### src/shared/wait_table_pkg.sv
/*
 * Constants for the microcore copy and wait-table decode block.
 * Assumes 16-bit microcode words and a single clock domain.
 */
package wait_table_pkg;

    // ********************************
    // Widths and table size
    // ********************************
    localparam int ADDR_W   = 10;
    localparam int DATA_W   = 16;
    localparam int ROWS     = 5;
    localparam int COND_W   = 6;
    localparam int GREG_W   = 5;
    localparam int ROW_W    = 3;
    localparam int OFFS_W   = 5;

    // ********************************
    // Opcode fields
    // ********************************
    localparam logic [2:0] COPY_OP      = 3'h5;
    localparam logic [2:0] COPY_TAIL    = 3'h0;
    localparam logic [5:0] ABS_ENTRY_OP = 6'h04;
    localparam logic [1:0] REL_ENTRY_OP = 2'h3;
    localparam logic [2:0] LAST_ROW     = 3'h4;
    localparam logic [4:0] ROW_EMPTY    = 5'h00;

    // ********************************
    // Condition codes
    // ********************************
    localparam logic [5:0] C_FLAG_HI    = 6'h10;
    localparam logic [5:0] C_TERM_CNT   = 6'h20;
    localparam logic [5:0] C_START_LO   = 6'h24;
    localparam logic [5:0] C_START_HI   = 6'h25;
    localparam logic [5:0] C_DRAIN1_LO  = 6'h26;
    localparam logic [5:0] C_DRAIN2_LO  = 6'h27;
    localparam logic [5:0] C_DRAIN3_LO  = 6'h28;
    localparam logic [5:0] C_SOURCE1_LO = 6'h29;
    localparam logic [5:0] C_SOURCE2_LO = 6'h2a;
    localparam logic [5:0] C_SOURCE3_LO = 6'h2b;
    localparam logic [5:0] C_DRAIN1_HI  = 6'h2c;
    localparam logic [5:0] C_DRAIN2_HI  = 6'h2d;
    localparam logic [5:0] C_DRAIN3_HI  = 6'h2e;
    localparam logic [5:0] C_ALU_DONE   = 6'h2f;
    localparam logic [5:0] C_BOOST_HI   = 6'h30;
    localparam logic [5:0] C_BOOST_LO   = 6'h31;
    localparam logic [5:0] C_CUR_HI     = 6'h32;
    localparam logic [5:0] C_CUR_LO     = 6'h38;
    localparam logic [5:0] C_OWN_HI     = 6'h3e;
    localparam logic [5:0] C_OWN_LO     = 6'h3f;
    localparam logic [2:0] CUR_HI_BASE  = 3'h2;

endpackage

### src/rtl/microcore_wait_table_decode.sv
/*
 * Decode and execute of the register copy and the two wait-table entry
 * instructions, plus the five-row wait table and its concurrent evaluation.
 * Assumes a fetch stage presenting one word per instr_valid pulse, a
 * general register file with a registered one-cycle read port, and a wait
 * sequencer driving wait_active. All inputs are on ref_clk.
 */
`timescale 1ns/1ps

// Functional notes
// - Copy moves first operand into second operand
// - Copy word 101, src 12..8, dst 7..3, 000
// - Absolute entry 000100, jump reg, row, condition
// - Five rows; entry instructions overwrite selected row
// - All five rows evaluated concurrently
// - Enabled satisfied row redirects to its destination
// - Absolute row references jump register content
// - Relative destination is instruction address plus offset
// - Offset is 5-bit two's complement, -16..15
// - Codes 00-1f test flags low, then high
// - Terminal counts, start, shortcut feedback codes
// - ALU done and boost voltage codes
// - Current feedback high and low codes
// - Own current feedback high and low
// - Row operand 000..100 means rows 1..5
// - Relative entry 11, offset, row, condition
module microcore_wait_table_decode
(
    // Clock and reset
    input  wire logic        ref_clk,
    input  wire logic        srst,
    // Instruction in
    input  wire logic        instr_valid,
    input  wire logic [15:0] instr_word,
    input  wire logic [9:0]  instr_addr,
    // General register file port
    input  wire logic [15:0] reg_rd_data,
    output logic [4:0]       reg_rd_sel_q,
    output logic             reg_wr_en_q,
    output logic [4:0]       reg_wr_sel_q,
    output logic [15:0]      reg_wr_data_q,
    // Jump registers
    input  wire logic [9:0]  jump_reg_zero,
    input  wire logic [9:0]  jump_reg_one,
    // Status for conditions
    input  wire logic [15:0] flags,
    input  wire logic [3:0]  term_count,
    input  wire logic        start_in,
    input  wire logic [2:0]  sc_drain_fbk,
    input  wire logic [2:0]  sc_source_fbk,
    input  wire logic        alu_done,
    input  wire logic        boost_voltage_high,
    input  wire logic [5:0]  cur_fbk,
    input  wire logic        own_cur_fbk,
    // Wait sequencing
    input  wire logic        wait_active,
    output logic             jump_req_q,
    output logic [9:0]       jump_addr_q,
    output logic [2:0]       jump_row_q,
    output logic [4:0]       row_valid_q
);

    // ********************************
    // Decode
    // ********************************
    logic        is_copy;
    logic        is_abs;
    logic        is_rel;
    logic [2:0]  instr_row;
    logic        row_in_range;
    logic        entry_wr;
    logic [4:0]  rel_offs;
    logic [9:0]  rel_target;

    assign is_copy = instr_valid && instr_word[15:13] == wait_table_pkg::COPY_OP
                     && instr_word[2:0] == wait_table_pkg::COPY_TAIL;
    assign is_abs = instr_valid && instr_word[15:10] == wait_table_pkg::ABS_ENTRY_OP;
    assign is_rel = instr_valid && instr_word[15:14] == wait_table_pkg::REL_ENTRY_OP;
    assign instr_row = instr_word[8:6];
    assign row_in_range = instr_row <= wait_table_pkg::LAST_ROW;
    assign entry_wr = (is_abs || is_rel) && row_in_range;
    assign rel_offs = instr_word[13:9];
    // Sign extension keeps backward jumps inside the code window
    assign rel_target = 10'(instr_addr + {{5{rel_offs[4]}}, rel_offs});

    // ********************************
    // Register copy, two stages
    // ********************************
    // Read port is registered, so the write lands two edges after issue
    logic       copy_pend_q;
    logic [4:0] copy_dst_q;

    always_ff @(posedge ref_clk)
    begin
        if (srst)
        begin
            copy_pend_q   <= 1'b0;
            copy_dst_q    <= 5'h00;
            reg_rd_sel_q  <= 5'h00;
            reg_wr_en_q   <= 1'b0;
            reg_wr_sel_q  <= 5'h00;
            reg_wr_data_q <= 16'h0000;
        end
        else
        begin
            copy_pend_q <= is_copy;
            if (is_copy)
            begin
                reg_rd_sel_q <= instr_word[12:8];
                copy_dst_q   <= instr_word[7:3];
            end
            reg_wr_en_q <= copy_pend_q;
            if (copy_pend_q)
            begin
                reg_wr_sel_q  <= copy_dst_q;
                reg_wr_data_q <= reg_rd_data;
            end
        end
    end

    // ********************************
    // Wait table rows
    // ********************************
    logic [5:0] row_cond_q [5];
    logic       row_rel_q  [5];
    logic       row_jreg_q [5];
    logic [9:0] row_dest_q [5];
    logic [9:0] row_addr   [5];
    logic [4:0] cond_met;
    logic [4:0] hit_vec;

    genvar r;
    generate
        for (r = 0; r < 5; r++)
        begin : g_row
            logic sel_row;
            assign sel_row = entry_wr && instr_row == 3'(r);

            always_ff @(posedge ref_clk)
            begin
                if (srst)
                begin
                    row_valid_q[r] <= 1'b0;
                    row_cond_q[r]  <= 6'h00;
                    row_rel_q[r]   <= 1'b0;
                    row_jreg_q[r]  <= 1'b0;
                    row_dest_q[r]  <= 10'h000;
                end
                else if (sel_row)
                begin
                    row_valid_q[r] <= 1'b1;
                    row_cond_q[r]  <= instr_word[5:0];
                    row_rel_q[r]   <= is_rel;
                    row_jreg_q[r]  <= instr_word[9];
                    row_dest_q[r]  <= rel_target;
                end
            end

            // Absolute rows read the jump register live, at wait time
            assign row_addr[r] = row_rel_q[r] ? row_dest_q[r]
                                 : (row_jreg_q[r] ? jump_reg_one : jump_reg_zero);

            wait_cond_select u_cond
            (
                .cond_code          (row_cond_q[r]),
                .flags              (flags),
                .term_count         (term_count),
                .start_in           (start_in),
                .sc_drain_fbk       (sc_drain_fbk),
                .sc_source_fbk      (sc_source_fbk),
                .alu_done           (alu_done),
                .boost_voltage_high (boost_voltage_high),
                .cur_fbk            (cur_fbk),
                .own_cur_fbk        (own_cur_fbk),
                .cond_met           (cond_met[r])
            );

            assign hit_vec[r] = row_valid_q[r] && cond_met[r];
        end
    endgenerate

    // ********************************
    // Priority select
    // ********************************
    logic       any_hit;
    logic [2:0] hit_row;
    logic [9:0] hit_addr;

    always_comb
    begin
        hit_row = 3'h0;
        for (int i = 4; i >= 0; i--)
        begin
            if (hit_vec[i])
                hit_row = 3'(i);
        end
    end

    assign any_hit = wait_active && hit_vec != wait_table_pkg::ROW_EMPTY;
    assign hit_addr = row_addr[hit_row];

    always_ff @(posedge ref_clk)
    begin
        if (srst)
        begin
            jump_req_q  <= 1'b0;
            jump_addr_q <= 10'h000;
            jump_row_q  <= 3'h0;
        end
        else
        begin
            jump_req_q <= any_hit;
            if (any_hit)
            begin
                jump_addr_q <= hit_addr;
                jump_row_q  <= hit_row;
            end
        end
    end
endmodule

### src/rtl/wait_cond_select.sv
/*
 * Evaluates one 6-bit wait condition code against the live status inputs.
 * Purely combinational; all inputs are on the core clock already.
 */
`timescale 1ns/1ps

module wait_cond_select
(
    // Condition under test
    input  wire logic [5:0]  cond_code,
    // Live status
    input  wire logic [15:0] flags,
    input  wire logic [3:0]  term_count,
    input  wire logic        start_in,
    input  wire logic [2:0]  sc_drain_fbk,
    input  wire logic [2:0]  sc_source_fbk,
    input  wire logic        alu_done,
    input  wire logic        boost_voltage_high,
    input  wire logic [5:0]  cur_fbk,
    input  wire logic        own_cur_fbk,
    // Result
    output logic             cond_met
);

    logic [2:0] cur_hi_idx;
    logic [2:0] cur_lo_idx;

    assign cur_hi_idx = cond_code[2:0] - wait_table_pkg::CUR_HI_BASE;
    assign cur_lo_idx = cond_code[2:0];

    always_comb
    begin
        cond_met = 1'b0;
        if (cond_code < wait_table_pkg::C_FLAG_HI)
            cond_met = ~flags[cond_code[3:0]];
        else if (cond_code < wait_table_pkg::C_TERM_CNT)
            cond_met = flags[cond_code[3:0]];
        else if (cond_code < wait_table_pkg::C_START_LO)
            cond_met = term_count[cond_code[1:0]];
        else if (cond_code >= wait_table_pkg::C_CUR_LO && cond_code < wait_table_pkg::C_OWN_HI)
            cond_met = ~cur_fbk[cur_lo_idx];
        else if (cond_code >= wait_table_pkg::C_CUR_HI && cond_code < wait_table_pkg::C_CUR_LO)
            cond_met = cur_fbk[cur_hi_idx];
        else
        begin
            case (cond_code)
                wait_table_pkg::C_START_LO: cond_met = ~start_in;
                wait_table_pkg::C_START_HI: cond_met = start_in;
                wait_table_pkg::C_DRAIN1_LO:  cond_met = ~sc_drain_fbk[0];
                wait_table_pkg::C_DRAIN2_LO:  cond_met = ~sc_drain_fbk[1];
                wait_table_pkg::C_DRAIN3_LO:  cond_met = ~sc_drain_fbk[2];
                wait_table_pkg::C_SOURCE1_LO: cond_met = ~sc_source_fbk[0];
                wait_table_pkg::C_SOURCE2_LO: cond_met = ~sc_source_fbk[1];
                wait_table_pkg::C_SOURCE3_LO: cond_met = ~sc_source_fbk[2];
                wait_table_pkg::C_DRAIN1_HI:  cond_met = sc_drain_fbk[0];
                wait_table_pkg::C_DRAIN2_HI:  cond_met = sc_drain_fbk[1];
                wait_table_pkg::C_DRAIN3_HI:  cond_met = sc_drain_fbk[2];
                wait_table_pkg::C_ALU_DONE: cond_met = alu_done;
                wait_table_pkg::C_BOOST_HI: cond_met = boost_voltage_high;
                wait_table_pkg::C_BOOST_LO: cond_met = ~boost_voltage_high;
                wait_table_pkg::C_OWN_HI:   cond_met = own_cur_fbk;
                wait_table_pkg::C_OWN_LO:   cond_met = ~own_cur_fbk;
                default:                    cond_met = 1'b0;
            endcase
        end
    end

endmodule

### config.mk
export PLATFORM = sky130hd
export DESIGN_NAME = microcore_wait_table_decode
export DESIGN_NICKNAME = d
export VERILOG_FILES = /design/src/shared/wait_table_pkg.sv /design/src/rtl/microcore_wait_table_decode.sv /design/src/rtl/wait_cond_select.sv
export SDC_FILE = /design/constraint.sdc
export NUM_CORES = 1
export LEC_CHECK = 0
export ABC_AREA = 1
export CAP_MARGIN = 0
export CORE_MARGIN = 8
export CORE_UTILIZATION = 30
export DETAILED_ROUTE_END_ITERATION = 10
export DONT_BUFFER_PORTS = 1
export PLACE_DENSITY_LB_ADDON = 0.25
export SETUP_SLACK_MARGIN = 0.3
export SLEW_MARGIN = 20
export SYNTH_ARGS = -nofsm -noshare
export SYNTH_HDL_FRONTEND = slang
export SYNTH_SLANG_ARGS = --single-unit
export TNS_END_PERCENT = 100
### constraint.sdc
create_clock -name ref_clk -period 7 [get_ports ref_clk]
set_input_delay 0.35 -clock ref_clk [delete_from_list [all_inputs] [get_ports ref_clk]]
set_output_delay 0.35 -clock ref_clk [all_outputs]
set_load 0.02 [all_outputs]
; ---- Word level (Yosys, flattened, before mapping)
; Memories as Yosys holds them, arrays and structs flattened.
; Cells that the tools add are included.
[word_totals]
reg_bits = 52
ram_bits = 90
in_bits = 102
n_memories = 4
[op_classes]
n_addsub = 6
order_cmp = 57
n_eq_ne = 87
muxes = 125
bitwise_logic = 40
reduce_logical = 30
[memory_table]
columns = memory, depth, word_bits, rd, rd_clocked_by_memory_dff, write_ports, line_no
row1 = row_dest_q, 5, 10, 5, 0, 5, microcore_wait_table_decode.sv:127  ; logic [9:0] row_dest_q [5];
row2 = row_cond_q, 5, 6, 5, 0, 5, microcore_wait_table_decode.sv:124  ; logic [5:0] row_cond_q [5];
row3 = row_jreg_q, 5, 1, 5, 0, 5, microcore_wait_table_decode.sv:126  ; logic row_jreg_q [5];
row4 = row_rel_q, 5, 1, 5, 0, 5, microcore_wait_table_decode.sv:125  ; logic row_rel_q [5];
[ops]
columns = cell, n
row1 = "6-bit == test, second input constant", 80
row2 = 10-bit 2-to-1 mux, 17
row3 = "6-bit < comparator, second input constant", 20
row4 = 1-bit case mux with 16 select lines, 5
row5 = 1-bit 2-to-1 mux, 72
row6 = "6-bit greater-or-equal comparator, second input constant", 10
row7 = "3-bit by 4-bit < comparator with 1-bit output, second input constant", 10
row8 = 1-bit binary-select mux with 3-bit select, 10
row9 = 10-bit binary-select mux with 3-bit select, 1
row10 = "6-bit by 5-bit < comparator with 1-bit output, second input constant", 5
row11 = 6-bit 2-to-1 mux, 5
row12 = 1-bit logical AND, 26
row13 = "4-bit by 5-bit < comparator with 1-bit output, second input constant", 5
row14 = 1-bit binary-select mux with 4-bit select, 5
row15 = 1-bit bitwise OR, 20
row16 = 1-bit NOT, 19
row17 = "2-bit by 3-bit < comparator with 1-bit output, second input constant", 5
row18 = 3-bit 2-to-1 mux, 5
row19 = "3-bit by 2-bit subtractor with 3-bit output, second input constant", 5
row20 = 10-bit adder, 1
row21 = 1-bit binary-select mux with 2-bit select, 5
row22 = "3-bit by 2-bit == test with 1-bit output, second input constant", 2
row23 = "3-bit == test, second input constant", 2
row24 = "6-bit by 3-bit == test with 1-bit output, second input constant", 1
row25 = other kinds (8), 9

; ---- Longest topological paths before layout
[depth]
depth_word = 18
depth_mapped = 23
depth_no_buf = 21

; ---- By module
; A second synthesis with hierarchy kept.
[unflattened]
cells_unflattened = 1532
area_unflattened_um2 = 10314.9
[by_module_without_submodules]
columns = mod, n_inst, cells_per_inst, area_each_um2, seq_area_each_um2
row1 = microcore_wait_table_decode, 1, 887, 7243.2, 3743.6
row2 = wait_cond_select, 5, 129, 614.3, 0.0

; ---- Worst setup path after synthesis
; No wires, ideal clock.
[synth_path]
path_kind = input -> register
startpoint = input port instr_word[11]
endpoint = memory row_cond_q[0][0], enable pin
t_arrival_ps = 2315
path_slack_ps = 4267
path_stages = 5
cell_sequence = nor2_1 nand4_1 o31ai_1 nand3_1 o21ai_0
[synth_lines]
columns = item, line_no
row1 = start: declaration, microcore_wait_table_decode.sv:34  ; input wire logic [15:0] instr_word,
row2 = end: declaration, microcore_wait_table_decode.sv:124

==> out/qor.csv <==
stage,metric,value,unit
clock_tree,clkTransAtPathRegs,70,ps
finish,drive_gt1_frac,0.0525,
timing,min_period,3370,ps
logic_synthesis,syn_area_per_cell,6.80,µm²
status,outcome,"complete, no violations",
setup_path,worst_path_largest_cell_delay,860,ps
pwr,p_comb_frac,0.144,
logic_synthesis,synth-simple-area-share,0.320,
finish,post-route-util,0.328,
floorplan,rows,66,
setup_path,r2r_slack,3630,ps
pwr,finalPower,2.20,mW
logic_synthesis,yosysUniqueCellTypes,44,
logic_synthesis,synth_seq_area_share,0.384,
logic_synthesis,synth_top_family_by_area,simple AND/OR/NAND/NOR gates,
hold_path,hp-class,in2reg,
pwr,leakage,4.68,nW
route,avgViaCountPerCell,5.07,
finish,diodes,0,
grt,grt_usage,0.177,
timing,slew_violations,0,
logic_synthesis,ys_warn_count,0,
route,firstDrtPassIters,5,
setup_path,endpoint_kind,flip-flop,
setup_path,cp_data_required_time,7360,ps
clock_tree,postCtsSetupBuffers,0,
setup_path,critical_path.slowest_cell,edfxtp_1,
logic_synthesis,async_flop_share,0,
route,drc_errors,0,
logic_synthesis,syn_nets,1558,
pwr,internal_power,1.55,mW
finish,areaGrowthSynthToFinish,8.82,%
setup_path,reg2reg_depth,20,
hold_path,hold_path_depth,2,
timing,hold_viol_final,0,
pwr,p_clk_frac,0.412,
clock_tree,cts_hold_buf,1,
logic_synthesis,ys.flop_type,edfxtp_1,
place,port_buffers,0,
logic_synthesis,synthAdderAreaFrac,0.0303,
setup_path,arrival,3720,ps
pwr,power_switching,0.652,mW
timing,finalSetupTns,0,ps
logic_synthesis,synth_edf_count,90,
floorplan,io_pins,148,
setup_path,crit_top_cell,nand2_1,
finish,design.final.nets,1521,
grt,grt_pass1_vias,8794,
grt,grt_overflow,0,
setup_path,path_cells,inv_2 -> nand2_1 -> nand2_1 -> nand2_1 -> nand2_1 -> nand2_1 -> nand2_1 -> nor2_1 -> nand2_1 -> nand3_1 -> nand2_1 -> a21oi_2 -> inv_1 -> nand2_1 -> inv_2 -> nor2_1 -> nand3_1 -> nand3_2 -> nand2_1 -> a21oi_2,
route,postRouteAntennaNets,0,
floorplan,start_util,0.302,
pwr,power_density,208,nW/µm²
timing,tightest_slew,993,ps
clock_tree,cts_sinks,142,
logic_synthesis,ys_seq_elements,142,
clock_tree,htreeDepth,4,
place,gp_congestion,0.936,
pwr,sw_frac_of_total,0.296,
setup_path,start_kind,flip-flop,
clock_tree,cts_tree,built,
logic_synthesis,synthCells,1433,
route,wl_per_cell,18.7,µm
timing,setup_violations,0,
setup_path,worstSetupPathType,reg2reg,
floorplan,die_y,196,µm
floorplan,dieWidth,196,µm
clock_tree,clockRootBuffer,clkbuf_16,
floorplan,dieArea,38500,µm²
timing,maxSlewHeadroom,0.338,
grt,antenna_found_initial,1,
clock_tree,insertion_delay,420,ps
clock_tree,cts_made_buffers,17,
grt,grt_pass1_wl,52.9,mm
setup_path,crit_path_max_fanout,22,
clock_tree,cts_buffer_depth,2,
logic_synthesis,synth.area.mux_share,0.00411,
place,dp_hpwl,26.0,mm
logic_synthesis,syn-cell-area,9740,µm²
logic_synthesis,synth-xor-area-share,0.00899,
route,finalWirelength,34.6,mm
timing,fmax,297,MHz
route,via_count,9387,
grt,grt_max_degree,56,
route,first_iter_violations,878,
pwr,vdd_ir_drop_max,126,µV
flow_run,cap_violations,0,
clock_tree,ctsResizeCount,0,
timing,rsz0062_at_grt,no,
logic_synthesis,synth_compound_area_frac,0.166,
timing,fin_worst_skew,7.82,ps
pwr,power_frac_seq,0.444,
timing,finalCritPeriodShare,0.481,
floorplan,coreArea,32300,µm²
==> cell families (layout without fill, tap and decap cells) <==
| family | Yosys count | in the layout |
|---|---|---|
| simple gates | 757 | 757 |
| compound gates | 296 | 296 |
| buf+inv | 201 | 177 |
| flops | 142 | 142 |
| fa+ha+maj | 23 | 23 |
| xor+xnor | 10 | 10 |
| mux | 4 | 4 |
==> stage by stage <==
stage	instance area, µm²	setup WS (ps)	hold slack [ps]	cells
finish	10600	3630	62.3	1851
global route	10600	3130	41.3	1851
CTS	10600	3590	46.1	1851
detailed placement	10000	3630	419	1818
global placement	10000	3700	420	1818
floorplan	9740	4270	450	1433
==> layout make-up <==
type / count / area (µm²)
multi-input cells: 1090 / 5170
repair buffers: 3 / 25.0
clock inverters: 11 / 134
inverters: 142 / 542
flip-flops and latches: 142 / 3740
fillers: 3497 / 21700
well taps: 442 / 553
clock buffers: 21 / 440
==> flip-flops by register name, summed over array words and instances, names as in the netlist <==
signal / cells
jump_row_q: 3
jump_addr_q: 10
row_dest_q: 50
row_rel_q: 5
reg_wr_sel_q: 5
reg_rd_sel_q: 5
reg_wr_en_q: 1
reg_wr_data_q: 16
copy_dst_q: 5
row_valid_q: 5
jump_req_q: 1
copy_pend_q: 1
row_cond_q: 30
row_jreg_q: 5
==> synth_stat cells (2+ instances only) <==
cell | count | area (µm²)
nand4_1 | 20 | 125
inv_4 | 3 | 18.8
ha_1 | 22 | 275
a21oi_2 | 2 | 17.5
buf_6 | 6 | 67.6
a211oi_1 | 11 | 82.6
o2111ai_1 | 3 | 26.3
nand2_1 | 371 | 1390
nand3b_1 | 3 | 22.5
inv_1 | 125 | 469
buf_4 | 9 | 67.6
clkinv_1 | 2 | 7.51
o31ai_1 | 2 | 15.0
dfxtp_1 | 52 | 1040
nor2_1 | 248 | 931
o221ai_1 | 8 | 70.1
o211ai_1 | 5 | 37.5
a21oi_1 | 49 | 245
mux2i_1 | 4 | 40.0
o21ai_1 | 25 | 125
o21ai_0 | 169 | 846
a31oi_1 | 2 | 12.5
nand2_2 | 9 | 56.3
nor2_4 | 2 | 22.5
buf_2 | 6 | 30.0
nor2_2 | 5 | 31.3
nor3_1 | 9 | 45.0
edfxtp_1 | 90 | 2700
clkbuf_1 | 38 | 143
xor2_1 | 7 | 61.3
xnor2_1 | 3 | 26.3
nand2_4 | 5 | 56.3
a22oi_1 | 4 | 30.0
o22ai_1 | 13 | 81.3
inv_2 | 11 | 41.3
nand3_1 | 82 | 410
==> critical path, delay by kind of cell (launching register included) <==
family                 cells  cell delay (ps)
AND/OR/NAND/NOR           15             1730
AO/OA/AOI/OAI              2              330
buffers and inverters      3              360
flip-flops                 1              860
==> routing by layer <==
| layer | GRT usage | wire (µm) | vias up |
|---|---|---|---|
| met5 | 0 | 10 | - |
| met2 | 0.264 | 14700 | 378 |
| li1 | - | - | 4661 |
| met3 | 0.0459 | 3130 | 55 |
| met4 | 0.0612 | 909 | 2 |
| met1 | 0.244 | 15800 | 4291 |
==> cell usage in the layout, fill, tap and decap left out, drive strengths merged, types with 3 or more instances in the layout <==
cell type    n
a211oi      11
a21oi       51
a22oi        4
clkbuf      21
clkinv       8
dfxtp       52
edfxtp      90
ha          22
inv        142
mux2i        4
nand2      385
nand3       83
nand3b       3
nand4       20
nor2       255
nor3         9
o2111ai      3
o211ai       5
o21ai      194
o221ai       8
o22ai       13
xnor2        3
xor2         7
==> final timing paths <==
check,startpoint,endpoint
max,row_cond_q[3][0]$_SDFFCE_PN0P_,jump_addr_q[9]$_SDFFE_PP0P_
max reg2reg,row_cond_q[3][0]$_SDFFCE_PN0P_,jump_addr_q[9]$_SDFFE_PP0P_
min reg2reg,copy_dst_q[2]$_SDFFE_PP0P_,reg_wr_sel_q[2]$_SDFFE_PP0P_
min,reg_rd_data[1],reg_wr_data_q[1]$_SDFFE_PP0P_
==> power groups by stage <==
stage               Sequential (mW)  Combinational [mW]  Clock (mW)
floorplan                     0.958               0.255           0
global placement              0.995               0.311           0
detailed placement            0.996               0.311           0
CTS                           0.978               0.314       0.919
global route                  0.984               0.358       0.958
finish                        0.978               0.317       0.908
(Power assumes the default switching activity.)
